<file path="src/hdl/pattern_seq_pkg.sv">
// Constants and types for the gray-scale and bar/dot pattern sequencer
package pattern_seq_pkg;

   // Register map: word index is the address, one word each
   localparam logic [3:0] ADDR_CTRL       = 4'h0;
   localparam logic [3:0] ADDR_STEP_PER   = 4'h1;
   localparam logic [3:0] ADDR_LEVEL_0    = 4'h2;
   localparam logic [3:0] ADDR_LEVEL_7    = 4'h9;
   localparam logic [3:0] ADDR_HSPACE     = 4'ha;
   localparam logic [3:0] ADDR_HPOS       = 4'hb;
   localparam logic [3:0] ADDR_VBAR_PER   = 4'hc;
   localparam logic [3:0] ADDR_VPOS       = 4'hd;
   localparam logic [3:0] ADDR_STATUS     = 4'he;

   // Control register field positions
   localparam int CTRL_MODE_LSB      = 0;
   localparam int CTRL_GRAY_EN_BIT   = 2;
   localparam int CTRL_BLACK_SEL_BIT = 3;

   // Reset values
   localparam logic [1:0]  MODE_RST      = 2'h0;
   localparam logic [15:0] STEP_PER_RST  = 16'h0040;
   localparam logic [15:0] HSPACE_RST    = 16'h0010;
   localparam logic [15:0] HPOS_RST      = 16'h0008;
   localparam logic [15:0] VBAR_PER_RST  = 16'h0020;
   localparam logic [15:0] VPOS_RST      = 16'h0010;
   localparam logic [7:0]  LEVEL_RST     = 8'h00;
   localparam logic [7:0]  BLACK_LEVEL   = 8'h00;
   localparam logic [7:0]  WHITE_LEVEL   = 8'hff;

   // Fixed width of the vertical-bar pulse, in clock cycles
   localparam logic [3:0]  VPULSE_CYCLES = 4'h2;

   typedef enum logic [1:0] {
      MODE_VBARS = 2'h0,
      MODE_BARS  = 2'h1,
      MODE_DOTS  = 2'h2,
      MODE_HBARS = 2'h3
   } bar_mode_type;

   // Black forced through blanking (default) or only during step 1
   typedef enum logic {
      BLACK_IN_BLANKING = 1'b0,
      BLACK_IN_STEP1    = 1'b1
   } black_sel_type;

   typedef struct packed {
      logic       line_gate;   // high during active line
      logic       h_blank;
      logic       v_blank;
      logic       line_start;  // one-cycle line-rate trigger
   } timing_in_type;

   typedef struct packed {
      logic [7:0] level;
      logic       black_hold;
      logic       gray_black;
   } video_out_type;

endpackage : pattern_seq_pkg

</file>
<file path="src/hdl/pattern_seq.sv">
// Gray-scale step sequencer and bar/dot pattern timing
// Notes on behaviour
// - Step clock held during line sync pulse, restarts from known phase after it.
// - Ring advances one stage per step clock tick.
// - A start flop loads the first ring position after the line reset.
// - First step after blanking is the leading, normally black, step.
// - Active stage selects its own one of eight programmable levels.
// - Next tick drops old stage level and picks next; one level at a time.
// - Ring cleared to initial state at each line end via inverted line gate.
// - Line-end reset sets black-hold latch forcing black output.
// - First ring step output clears the black-hold latch.
// - Option forces analog black through blanking or only during step one.
// - Horizontal element turns on at line start once spacing has expired.
// - Horizontal element lasts exactly one line, then forced off.
// - Spacing interval restarts after each horizontal element.
// - Spacing preset from position control during vertical blanking.
// - Vertical-bar oscillator runs in active line, held in blanking.
// - Start delay after blanking set by horizontal position control.
// - Each oscillator cycle fires a short fixed-width pulse.
// - V-bars mode: pulses every line, no horizontal elements.
// - Bar mode: pulses plus full-line on where horizontal element active.
// - Dots mode: pulses only on lines with horizontal element.
// - H-bars mode: all vertical pulses suppressed.
`timescale 1ns/1ps
module pattern_seq #(
   parameter int STAGES = 8,
   parameter int CW     = 16
) (
   input  wire logic                          core_clk_in,
   input  wire logic                          arst_n_in,
   input  wire pattern_seq_pkg::timing_in_type timing_in,
   input  wire logic [3:0]                    addr_in,
   input  wire logic [31:0]                   wdata_in,
   input  wire logic                          wr_in,
   input  wire logic                          rd_in,
   output logic [31:0]                        rdata_out,
   output logic [7:0]                         gray_level_out,
   output logic                               gray_black_out,
   output logic                               digital_black_out,
   output logic                               bar_pattern_out
);

   // Software-set controls
   logic [1:0]        mode_r;
   logic              gray_en_r;
   logic              black_sel_r;
   logic [CW-1:0]     step_per_r;
   logic [CW-1:0]     hspace_r;
   logic [CW-1:0]     hpos_r;
   logic [CW-1:0]     vbar_per_r;
   logic [CW-1:0]     vpos_r;
   logic [7:0]        level_r [STAGES];

   // Gray-scale state
   logic [CW-1:0]     step_cnt_r;
   logic              step_tick;
   logic              line_gate_d_r;
   logic              line_end;
   logic [STAGES-1:0] ring_r;
   logic              ring_start_flop_r;
   logic              black_hold_latch_r;
   logic              first_step_output;
   logic              line_reset_inverter;

   // Bar state
   logic [CW-1:0]     space_cnt_r;
   logic              hbar_r;
   logic [CW-1:0]     vosc_cnt_r;
   logic              vdelay_r;
   logic [3:0]        vpulse_cnt_r;
   logic              blanking;
   logic              vpulse;

   assign blanking            = timing_in.h_blank | timing_in.v_blank;
   assign line_reset_inverter = ~timing_in.line_gate;
   assign line_end            = line_gate_d_r & line_reset_inverter;
   assign first_step_output   = ring_r[0];
   assign vpulse              = (vpulse_cnt_r != 4'h0);

   // Control word: bar mode, gray enable, analog black placement
   always_ff @(posedge core_clk_in or negedge arst_n_in)
   begin
      if (!arst_n_in)
      begin
         mode_r      <= pattern_seq_pkg::MODE_RST;
         gray_en_r   <= 1'b0;
         black_sel_r <= pattern_seq_pkg::BLACK_IN_BLANKING;
      end
      else if (wr_in && addr_in == pattern_seq_pkg::ADDR_CTRL)
      begin
         mode_r      <= wdata_in[pattern_seq_pkg::CTRL_MODE_LSB +: 2];
         gray_en_r   <= wdata_in[pattern_seq_pkg::CTRL_GRAY_EN_BIT];
         black_sel_r <= wdata_in[pattern_seq_pkg::CTRL_BLACK_SEL_BIT];
      end
   end

   // Step period in clock cycles
   always_ff @(posedge core_clk_in or negedge arst_n_in)
   begin
      if (!arst_n_in)
         step_per_r <= pattern_seq_pkg::STEP_PER_RST;
      else if (wr_in && addr_in == pattern_seq_pkg::ADDR_STEP_PER)
         step_per_r <= wdata_in[CW-1:0];
   end

   // Spacing between horizontal elements, in lines
   always_ff @(posedge core_clk_in or negedge arst_n_in)
   begin
      if (!arst_n_in)
         hspace_r <= pattern_seq_pkg::HSPACE_RST;
      else if (wr_in && addr_in == pattern_seq_pkg::ADDR_HSPACE)
         hspace_r <= wdata_in[CW-1:0];
   end

   // Horizontal position: delay from blanking to the first vertical pulse
   always_ff @(posedge core_clk_in or negedge arst_n_in)
   begin
      if (!arst_n_in)
         hpos_r <= pattern_seq_pkg::HPOS_RST;
      else if (wr_in && addr_in == pattern_seq_pkg::ADDR_HPOS)
         hpos_r <= wdata_in[CW-1:0];
   end

   // Vertical-bar period in clock cycles
   always_ff @(posedge core_clk_in or negedge arst_n_in)
   begin
      if (!arst_n_in)
         vbar_per_r <= pattern_seq_pkg::VBAR_PER_RST;
      else if (wr_in && addr_in == pattern_seq_pkg::ADDR_VBAR_PER)
         vbar_per_r <= wdata_in[CW-1:0];
   end

   // Vertical position: spacing preset taken during field blanking
   always_ff @(posedge core_clk_in or negedge arst_n_in)
   begin
      if (!arst_n_in)
         vpos_r <= pattern_seq_pkg::VPOS_RST;
      else if (wr_in && addr_in == pattern_seq_pkg::ADDR_VPOS)
         vpos_r <= wdata_in[CW-1:0];
   end

   // Eight level presets, one per ring stage
   generate
      for (genvar i = 0; i < STAGES; i++)
      begin : g_level
         always_ff @(posedge core_clk_in or negedge arst_n_in)
         begin
            if (!arst_n_in)
               level_r[i] <= pattern_seq_pkg::LEVEL_RST;
            else if (wr_in && addr_in == pattern_seq_pkg::ADDR_LEVEL_0 + 4'(i))
               level_r[i] <= wdata_in[7:0];
         end
      end
   endgenerate

   // Read data, valid the cycle after the strobe only
   always_ff @(posedge core_clk_in or negedge arst_n_in)
   begin
      if (!arst_n_in)
         rdata_out <= 32'h0000_0000;
      else if (rd_in)
      begin
         rdata_out <= 32'h0000_0000;
         if (addr_in >= pattern_seq_pkg::ADDR_LEVEL_0
             && addr_in <= pattern_seq_pkg::ADDR_LEVEL_7)
            rdata_out[7:0] <= level_r[3'(addr_in - pattern_seq_pkg::ADDR_LEVEL_0)];
         else
         begin
            case (addr_in)
               pattern_seq_pkg::ADDR_CTRL:
                  rdata_out[3:0] <= {black_sel_r, gray_en_r, mode_r};
               pattern_seq_pkg::ADDR_STEP_PER: rdata_out[CW-1:0] <= step_per_r;
               pattern_seq_pkg::ADDR_HSPACE:   rdata_out[CW-1:0] <= hspace_r;
               pattern_seq_pkg::ADDR_HPOS:     rdata_out[CW-1:0] <= hpos_r;
               pattern_seq_pkg::ADDR_VBAR_PER: rdata_out[CW-1:0] <= vbar_per_r;
               pattern_seq_pkg::ADDR_VPOS:     rdata_out[CW-1:0] <= vpos_r;
               pattern_seq_pkg::ADDR_STATUS:
                  rdata_out[STAGES+3:0] <= {ring_r, vdelay_r, hbar_r,
                                           ring_start_flop_r, black_hold_latch_r};
               default: ;
            endcase
         end
      end
      else
         rdata_out <= 32'h0000_0000;
   end

   always_ff @(posedge core_clk_in or negedge arst_n_in)
   begin
      if (!arst_n_in)
         line_gate_d_r <= 1'b0;
      else
         line_gate_d_r <= timing_in.line_gate;
   end

   // Step clock divider; its count is held at zero outside the line gate so the
   // first tick lands a fixed time after the sync pulse ends
   always_ff @(posedge core_clk_in or negedge arst_n_in)
   begin
      if (!arst_n_in)
      begin
         step_cnt_r <= '0;
         step_tick  <= 1'b0;
      end
      else if (!timing_in.line_gate)
      begin
         step_cnt_r <= '0;
         step_tick  <= 1'b0;
      end
      else if (step_cnt_r >= step_per_r - CW'(1))
      begin
         step_cnt_r <= '0;
         step_tick  <= 1'b1;
      end
      else
      begin
         step_cnt_r <= step_cnt_r + CW'(1);
         step_tick  <= 1'b0;
      end
   end

   // Ring counter with its start flop
   always_ff @(posedge core_clk_in or negedge arst_n_in)
   begin
      if (!arst_n_in)
      begin
         ring_r            <= '0;
         ring_start_flop_r <= 1'b1;
      end
      else if (line_reset_inverter)
      begin
         ring_r            <= '0;
         ring_start_flop_r <= 1'b1;
      end
      else if (step_tick)
      begin
         if (ring_start_flop_r)
         begin
            ring_r            <= STAGES'(1);
            ring_start_flop_r <= 1'b0;
         end
         else
            ring_r <= {ring_r[STAGES-2:0], 1'b0};
      end
   end

   // Black-hold latch: set by line end reset, cleared by first step
   always_ff @(posedge core_clk_in or negedge arst_n_in)
   begin
      if (!arst_n_in)
         black_hold_latch_r <= 1'b1;
      else if (line_end)
         black_hold_latch_r <= 1'b1;
      else if (first_step_output)
         black_hold_latch_r <= 1'b0;
   end

   // Gray output: one-hot ring selects one preset, black while the ring is clear
   always_ff @(posedge core_clk_in or negedge arst_n_in)
   begin
      if (!arst_n_in)
         gray_level_out <= pattern_seq_pkg::BLACK_LEVEL;
      else
      begin
         gray_level_out <= pattern_seq_pkg::BLACK_LEVEL;
         for (int i = 0; i < STAGES; i++)
            if (ring_r[i])
               gray_level_out <= level_r[i];
      end
   end

   // Digital black: held by the latch and through all blanking
   always_ff @(posedge core_clk_in or negedge arst_n_in)
   begin
      if (!arst_n_in)
         digital_black_out <= 1'b1;
      else
         digital_black_out <= black_hold_latch_r | blanking;
   end

   // Analog black: through blanking, or only while the first stage is active
   always_ff @(posedge core_clk_in or negedge arst_n_in)
   begin
      if (!arst_n_in)
         gray_black_out <= 1'b1;
      else if (black_sel_r == pattern_seq_pkg::BLACK_IN_STEP1)
         gray_black_out <= first_step_output;
      else
         gray_black_out <= blanking | ~timing_in.line_gate;
   end

   // Horizontal element and its spacing counter
   always_ff @(posedge core_clk_in or negedge arst_n_in)
   begin
      if (!arst_n_in)
      begin
         space_cnt_r <= '0;
         hbar_r      <= 1'b0;
      end
      else if (timing_in.v_blank)
      begin
         space_cnt_r <= vpos_r;
         hbar_r      <= 1'b0;
      end
      else if (hbar_r && line_end)
      begin
         hbar_r      <= 1'b0;
         space_cnt_r <= hspace_r;
      end
      else if (timing_in.line_start && !hbar_r)
      begin
         if (space_cnt_r == '0)
            hbar_r <= 1'b1;
         else
            space_cnt_r <= space_cnt_r - CW'(1);
      end
   end

   // Vertical-bar oscillator: delay from blanking, then free run
   always_ff @(posedge core_clk_in or negedge arst_n_in)
   begin
      if (!arst_n_in)
      begin
         vosc_cnt_r <= '0;
         vdelay_r   <= 1'b1;
      end
      else if (blanking)
      begin
         vosc_cnt_r <= hpos_r;
         vdelay_r   <= 1'b1;
      end
      else if (vosc_cnt_r == '0)
      begin
         vosc_cnt_r <= vbar_per_r - CW'(1);
         vdelay_r   <= 1'b0;
      end
      else
         vosc_cnt_r <= vosc_cnt_r - CW'(1);
   end

   // Fixed-width pulse per oscillator cycle; a new cycle restarts it
   always_ff @(posedge core_clk_in or negedge arst_n_in)
   begin
      if (!arst_n_in)
         vpulse_cnt_r <= 4'h0;
      else if (blanking)
         vpulse_cnt_r <= 4'h0;
      else if (vosc_cnt_r == '0)
         vpulse_cnt_r <= pattern_seq_pkg::VPULSE_CYCLES;
      else if (vpulse_cnt_r != 4'h0)
         vpulse_cnt_r <= vpulse_cnt_r - 4'h1;
   end

   // Pattern mixing by mode
   always_ff @(posedge core_clk_in or negedge arst_n_in)
   begin
      if (!arst_n_in)
         bar_pattern_out <= 1'b0;
      else if (blanking)
         bar_pattern_out <= 1'b0;
      else
      begin
         case (pattern_seq_pkg::bar_mode_type'(mode_r))
            pattern_seq_pkg::MODE_VBARS: bar_pattern_out <= vpulse;
            pattern_seq_pkg::MODE_BARS:  bar_pattern_out <= vpulse | hbar_r;
            pattern_seq_pkg::MODE_DOTS:  bar_pattern_out <= vpulse & hbar_r;
            pattern_seq_pkg::MODE_HBARS: bar_pattern_out <= hbar_r;
            default:                     bar_pattern_out <= 1'b0;
         endcase
      end
   end

endmodule : pattern_seq

</file>
<file path="config.mk">
export PLATFORM = sky130hd
export DESIGN_NAME = pattern_seq
export DESIGN_NICKNAME = d
export VERILOG_FILES = /design/src/hdl/pattern_seq_pkg.sv /design/src/hdl/pattern_seq.sv
export SDC_FILE = /design/constraint.sdc
export NUM_CORES = 1
export LEC_CHECK = 0
export ABC_CLOCK_PERIOD_IN_PS = 3500
export BUFFER_PORTS_ARGS = -buffer_cell sky130_fd_sc_hd__buf_2
export CORE_UTILIZATION = 30
export CTS_CLUSTER_DIAMETER = 30
export DETAILED_ROUTE_END_ITERATION = 8
export GPL_ROUTABILITY_DRIVEN = 1
export SYNTH_ARGS = -nofsm -noshare
export SYNTH_HDL_FRONTEND = slang
export SYNTH_SLANG_ARGS = --single-unit
</file>
<file path="constraint.sdc">
create_clock -name core_clk_in -period 3.5 [get_ports core_clk_in]
set_input_delay 0.525 -clock core_clk_in [delete_from_list [all_inputs] [get_ports core_clk_in]]
set_output_delay 0.525 -clock core_clk_in [all_outputs]
set_load 0.1 [all_outputs]
</file>
Word-level counts from Yosys, hierarchy flattened
Cells that the tools add are included.
{"block": "word_totals", "out_inout_bits": 43, "elab_cells": 146, "ff_bits": 257, "in_bits": 44}
{"block": "classes", "n_addsub": 7, "n_reduce_logical": 30, "bitwise_logic": 8, "muxes": 46, "order_cmp": 4, "n_eq_ne": 19}
{"cell": "$mux W16", "n": 9}
{"cell": "$mux W8", "n": 15}
{"cell": "$sub A16 B1 Y16 const B", "n": 4}
{"cell": "$pmux W8 S6", "n": 1}
{"cell": "$logic_not A16 Y1", "n": 2}
{"cell": "$eq A4 B4 Y1 const B", "n": 7}
{"cell": "$pmux W4 S7", "n": 1}
{"cell": "$bmux W8 S3", "n": 1}
{"cell": "$pmux W4 S5", "n": 1}
{"cell": "$logic_and A1 B1 Y1", "n": 17}
{"cell": "$add A16 B1 Y16 const B", "n": 1}
{"cell": "$eq A4 B3 Y1 const B", "n": 4}
{"cell": "$ge A16 B16 Y1", "n": 1}
{"cell": "$mux W1", "n": 14}
{"cell": "$mux W4", "n": 3}
{"cell": "$reduce_bool A3 Y1", "n": 3}
{"cell": "$eq A4 B2 Y1 const B", "n": 2}
{"cell": "$eq A2 B2 Y1 const B", "n": 2}
{"cell": "$eq A4 B1 Y1 const B", "n": 1}
{"cell": "$ge A4 B2 Y1 const B", "n": 1}
{"cell": "$ge A4 B4 Y1 const B", "n": 1}
{"cell": "$le A4 B4 Y1 const B", "n": 1}
{"cell": "$logic_not A4 Y1", "n": 1}
{"cell": "$not A3 Y4", "n": 1}
{"cell": "14 further kinds", "n": 20}

Logic depth before layout (Yosys ltp)
{"block": "depth", "ltp_word": 8, "ltp_mapped": 15, "depth_no_buf": 14}

Least setup slack after synthesis
No wires, ideal clock.
{"block": "synth_path", "path_type": "register to register", "startpoint": "register step_per_r[2]", "endpoint": "register step_cnt_r[10]", "stages_incl_launch_ff": 14, "setup_time_ns": 0.072, "path_buffers": 1, "arrival_time_ns": 2.937, "required_time_ns": 3.428, "slack_ns": 0.491, "period_less_slack_ns": 3.009, "path_cell_list": "dfrtp_1 -> nor3_1 -> nand2b_1 -> nor4_1 -> nand2_1 -> xor2_1 -> ha_1 -> a21o_1 -> a21o_1 -> a21o_1 -> a211oi_1 -> o211ai_1 -> clkbuf_1 -> nor2_1"}
{"block": "synth_via", "elab_chain_cells": 4}
{"item": "from (decl)", "line_no": "pattern_seq.sv:47", "text": "logic [CW-1:0] step_per_r;"}
{"item": "from (signal assigned)", "line_no": "pattern_seq.sv:101", "text": "step_per_r <= pattern_seq_pkg::STEP_PER_RST;"}
{"item": "from (signal assigned)", "line_no": "pattern_seq.sv:103", "text": "step_per_r <= wdata_in[CW-1:0];"}
{"item": "$sub A16 B1 Y16", "line_no": "pattern_seq.sv:210", "text": "else if (step_cnt_r >= step_per_r - CW'(1))"}
{"item": "$ge A16 B16 Y1", "line_no": "pattern_seq.sv:210"}
{"item": "$mux W16", "line_no": "pattern_seq.sv:210"}
{"item": "$mux W16", "line_no": "pattern_seq.sv:205", "text": "else if (!timing_in.line_gate)"}
{"item": "to (signal assigned)", "line_no": "pattern_seq.sv:217", "text": "step_cnt_r <= step_cnt_r + CW'(1);"}
{"item": "to (decl)", "line_no": "pattern_seq.sv:55", "text": "logic [CW-1:0] step_cnt_r;"}
No other way between the ends.
A chain may end at the register's enable or synchronous reset.

Final worst setup path
{"block": "layout_path", "startpoint": "register vosc_cnt_r[9]", "endpoint": "register vosc_cnt_r[12]"}
{"block": "layout_via", "elab_chain_cells": 3, "elab_cells_between_ends": 4, "classes_between": "add/sub (1); mux (2); reduce/logical (1)"}
{"item": "from (decl)", "line_no": "pattern_seq.sv:68", "text": "logic [CW-1:0] vosc_cnt_r;"}
{"item": "from (signal assigned)", "line_no": "pattern_seq.sv:329", "text": "vosc_cnt_r <= hpos_r;"}
{"item": "from (signal assigned)", "line_no": "pattern_seq.sv:334", "text": "vosc_cnt_r <= vbar_per_r - CW'(1);"}
{"item": "from (signal assigned)", "line_no": "pattern_seq.sv:338", "text": "vosc_cnt_r <= vosc_cnt_r - CW'(1);"}
{"item": "$sub A16 B1 Y16 or $logic_not A16 Y1 (tied branches)", "line_no": "pattern_seq.sv:338, pattern_seq.sv:332"}
{"item": "$mux W16 *", "line_no": "pattern_seq.sv:332", "text": "else if (vosc_cnt_r == '0)"}
{"item": "$mux W16 *", "line_no": "pattern_seq.sv:327", "text": "else if (blanking)"}
Mark *: on every way between the ends. The rest lies on a longest branch, timed or not.

==> results.toml <==
[run_status]
outcome = "finished clean"

[logic_synthesis]
synthesized_area_divided_by_synthesized_cell_count_sq_um = 10.5
synth_cells = 1196
yosysTopAreaCell = "sky130_fd_sc_hd__dfrtp_1"
synth.area.top_cells = "sky130_fd_sc_hd__dfrtp_1 46%, sky130_fd_sc_hd__mux2_2 12%, sky130_fd_sc_hd__a21oi_1 3.0%"
post-synth-top-count-cell = "sky130_fd_sc_hd__dfrtp_1"
yosysWarnings = 0
yosysTopAreaCellShare = 0.459
ys_seq_elements = 241
ys_top_cells_by_count = "231 x sky130_fd_sc_hd__dfrtp_1, 136 x sky130_fd_sc_hd__mux2_2, 92 x sky130_fd_sc_hd__nor2_1"
ys_dominant_reg_cell = "sky130_fd_sc_hd__dfrtp_1"
number_of_enable_flip_flop_cells_after_synthesis = 0
synthesis.area_sq_mm = 0.0126
synth.yosys.seq_area_share = 0.480
fraction_of_synthesis_flops_using_an_asynchronous_set_or_reset_pin = 1.00
count_of_unique_library_cells_instantiated_by_yosys = 67

[flow_run]
max-cap-violations = 0

[layout]
area.growth.synth_to_final_pct = 24.2
final_layout_size_suffix_gt1_frac = 0.273
final_util = 0.380
max_flop_register = "level_r"
diodes = 0
layout.nets = 1351
number_of_flip_flops_under_the_largest_register_name = 64

[clock_network]
cts_htree_levels = 2
cts.clk_slew.worst_paths_ns = 0.05
cts_made_buffers = 58
cts-hold-fix-buffers = 0
worstSkewPairLatency_ns = 0.57
clock_path_buffers = 3
ctsResizeCount = 0
clock-root-buffer = "sky130_fd_sc_hd__clkbuf_16"
cts_tree = "built"
setup_bufs_post_cts = 0
cts.sinks = 241

[drt]
route.detailed.vias_per_inst = 5.43
antenna_violation_net_count_after_detailed_routing = 0
detailroute.via_count = 10100
drt_pass1_iterations = 7
totalWireLength_um = 37800
post_drt_wl_per_cell_um = 20.3
drc_viols = 0
drt_iter0_drc = 925

[sta]
max_freq_mhz = 314
timing.final.setup_violations = 0
post-route-worst-setup-slack_ns = 0.316
fin_crit_ns = 3.18
worst_slew_pin_slew_ns = 0.964
finClkSkew_ns = 0.0153
worst_slew_margin_rel = 0.357
final_hold_viol_count = 0
grt_setup_unrepaired = "no"
finalCritPeriodShare = 0.910
finalMaxSlewViolations = 0
timing.setup.tns_ns = 0

[power]
total_leakage_power_nw = 6.65
vdd.ir_drop.worst_mv = 0.478
power.density_mw_per_mm2 = 737

[setup_path]
startpoint_type = "register"
worstSetupPathType = "reg -> reg"
worstSetupStartpoint = "vosc_cnt_r[9]$_DFF_PN0_"
critPathMaxStageDelay_ns = 0.62
reg2reg_to = "vosc_cnt_r[12]$_DFF_PN0_"
critPathCapture = "vosc_cnt_r[12]$_DFF_PN0_"
worst_setup_path_end_kind = "register"
crit_buf_inv = 0
crit_required_ns = 3.93
crit_family = "compound AO/OA/AOI/OAI gates"
worst_r2r_startpoint = "vosc_cnt_r[9]$_DFF_PN0_"
worst_path_max_delay_cell = "sky130_fd_sc_hd__a2111oi_0"
cp_data_arrival_time_ns = 3.61
crit_path_cell_trace = "nor2_1 -> and4_1 -> and2_1 -> a21oi_1 -> ha_1 -> nor3b_1 -> nand4b_1 -> o21bai_1 -> a2111oi_0 -> xor2_1 -> o21ai_1"
r2r_slack_ns = 0.32
r2r.worst_path.cells = 11
critical_path_depth = 11
timing.critical_path.fanout_max = 6

[grt]
first_pass_grt_wire_length_um = 59000
grt_max_degree = 103
vias_in_the_first_global_route = 10200
global_route.overflow_total = 0
grt_usage = 0.179
antenna_found_initial = 1

[placement]
gp_congestion = 0.869
dp_hpwl_um = 25900
place_ws_ns = 0.415
port_buffers = 54

[floorplan]
die_x_um = 207
pin_count = 87
die_y_um = 207
core_region_area_sq_mm = 0.0411
initial_utilization = 0.306
row_count = 74
floorplan.die_area_sq_mm = 0.0428

[worst_hold_path]
worst_hold_path_type = "in -> async"
==> area by class of cell <==
class                           count  area (sq um)
Sequential cell                   241          6040
Clock inverter                     34           473
Clock buffer                       74          1610
Fill cell                        4043         25500
Timing Repair Buffer               99           631
Inverter                           23          86.3
Tap cell                          532           666
Multi-Input combinational cell    862          6120
==> routing by layer <==
metal  GRT usage  share of wire
met5           0        0.00032
met1       0.238           0.44
met2       0.282           0.46
met3      0.0386          0.075
met4      0.0704          0.030
==> cell usage in the layout (no fill, tap or decap), types with 11 or more instances in the layout <==
master and count:
sky130_fd_sc_hd__nand3_1 24, sky130_fd_sc_hd__a221oi_1 20, sky130_fd_sc_hd__a211oi_1 11, sky130_fd_sc_hd__xor2_1 21
sky130_fd_sc_hd__o31ai_1 17, sky130_fd_sc_hd__nor3_1 25, sky130_fd_sc_hd__buf_4 44, sky130_fd_sc_hd__nor2b_1 23
sky130_fd_sc_hd__buf_2 53, sky130_fd_sc_hd__dfrtp_1 231, sky130_fd_sc_hd__o21ai_1 29, sky130_fd_sc_hd__inv_1 23
sky130_fd_sc_hd__ha_1 22, sky130_fd_sc_hd__o21ai_0 31, sky130_fd_sc_hd__conb_1 16, sky130_fd_sc_hd__mux2_2 136
sky130_fd_sc_hd__clkbuf_16 59, sky130_fd_sc_hd__nor4_1 14, sky130_fd_sc_hd__a21oi_1 76, sky130_fd_sc_hd__a31oi_1 16
sky130_fd_sc_hd__nand2_1 81, sky130_fd_sc_hd__nand2b_1 16, sky130_fd_sc_hd__nor2_1 92, sky130_fd_sc_hd__xnor2_1 27
sky130_fd_sc_hd__a22oi_1 32
==> through the flow <==
stage               cell area (sq um)  power [mW]  hold slack, ns  cells
global placement                13500        5.78           0.455   1757
finish                          15600        11.5          0.0311   1865
CTS                             15600        11.6          0.0443   1865
global route                    15600        12.0          0.0911   1865
floorplan                       12600        5.23           0.229   1211
detailed placement              13500        5.84           0.463   1757
==> how the worst min path moves through the flow <==
stage                                       end  cells after the start
finish               space_cnt_r[4]$_DFFE_PN0P_                      1
global route         space_cnt_r[9]$_DFFE_PN0P_                      1
CTS                 gray_level_out[1]$_DFF_PN0_                      1
detailed placement         vdelay_r$_DFFE_PN1P_                      2
global placement           vdelay_r$_DFFE_PN1P_                      2
floorplan             bar_pattern_out$_DFF_PN0_                      0
==> power by group <==
group          leakage [nW]  internal [mW]  switching (mW)
Combinational          2.62          0.837            1.07
Sequential             3.03           3.35           0.581
Clock                  1.00           3.97            1.71
==> cell families after synthesis <==
logic type / after synthesis / share of synthesized area
muxes: 158 / 0.148
other: 1 / 0.000298
AOI/OAI and AO/OA: 290 / 0.150
xor gates and xnor gates: 48 / 0.0334
adders and majority gates: 22 / 0.0219
buffers and inverters: 108 / 0.0383
and+or+nand+nor: 328 / 0.129
DFF: 241 / 0.480
No activity file was read; power rests on OpenSTA's default activity.
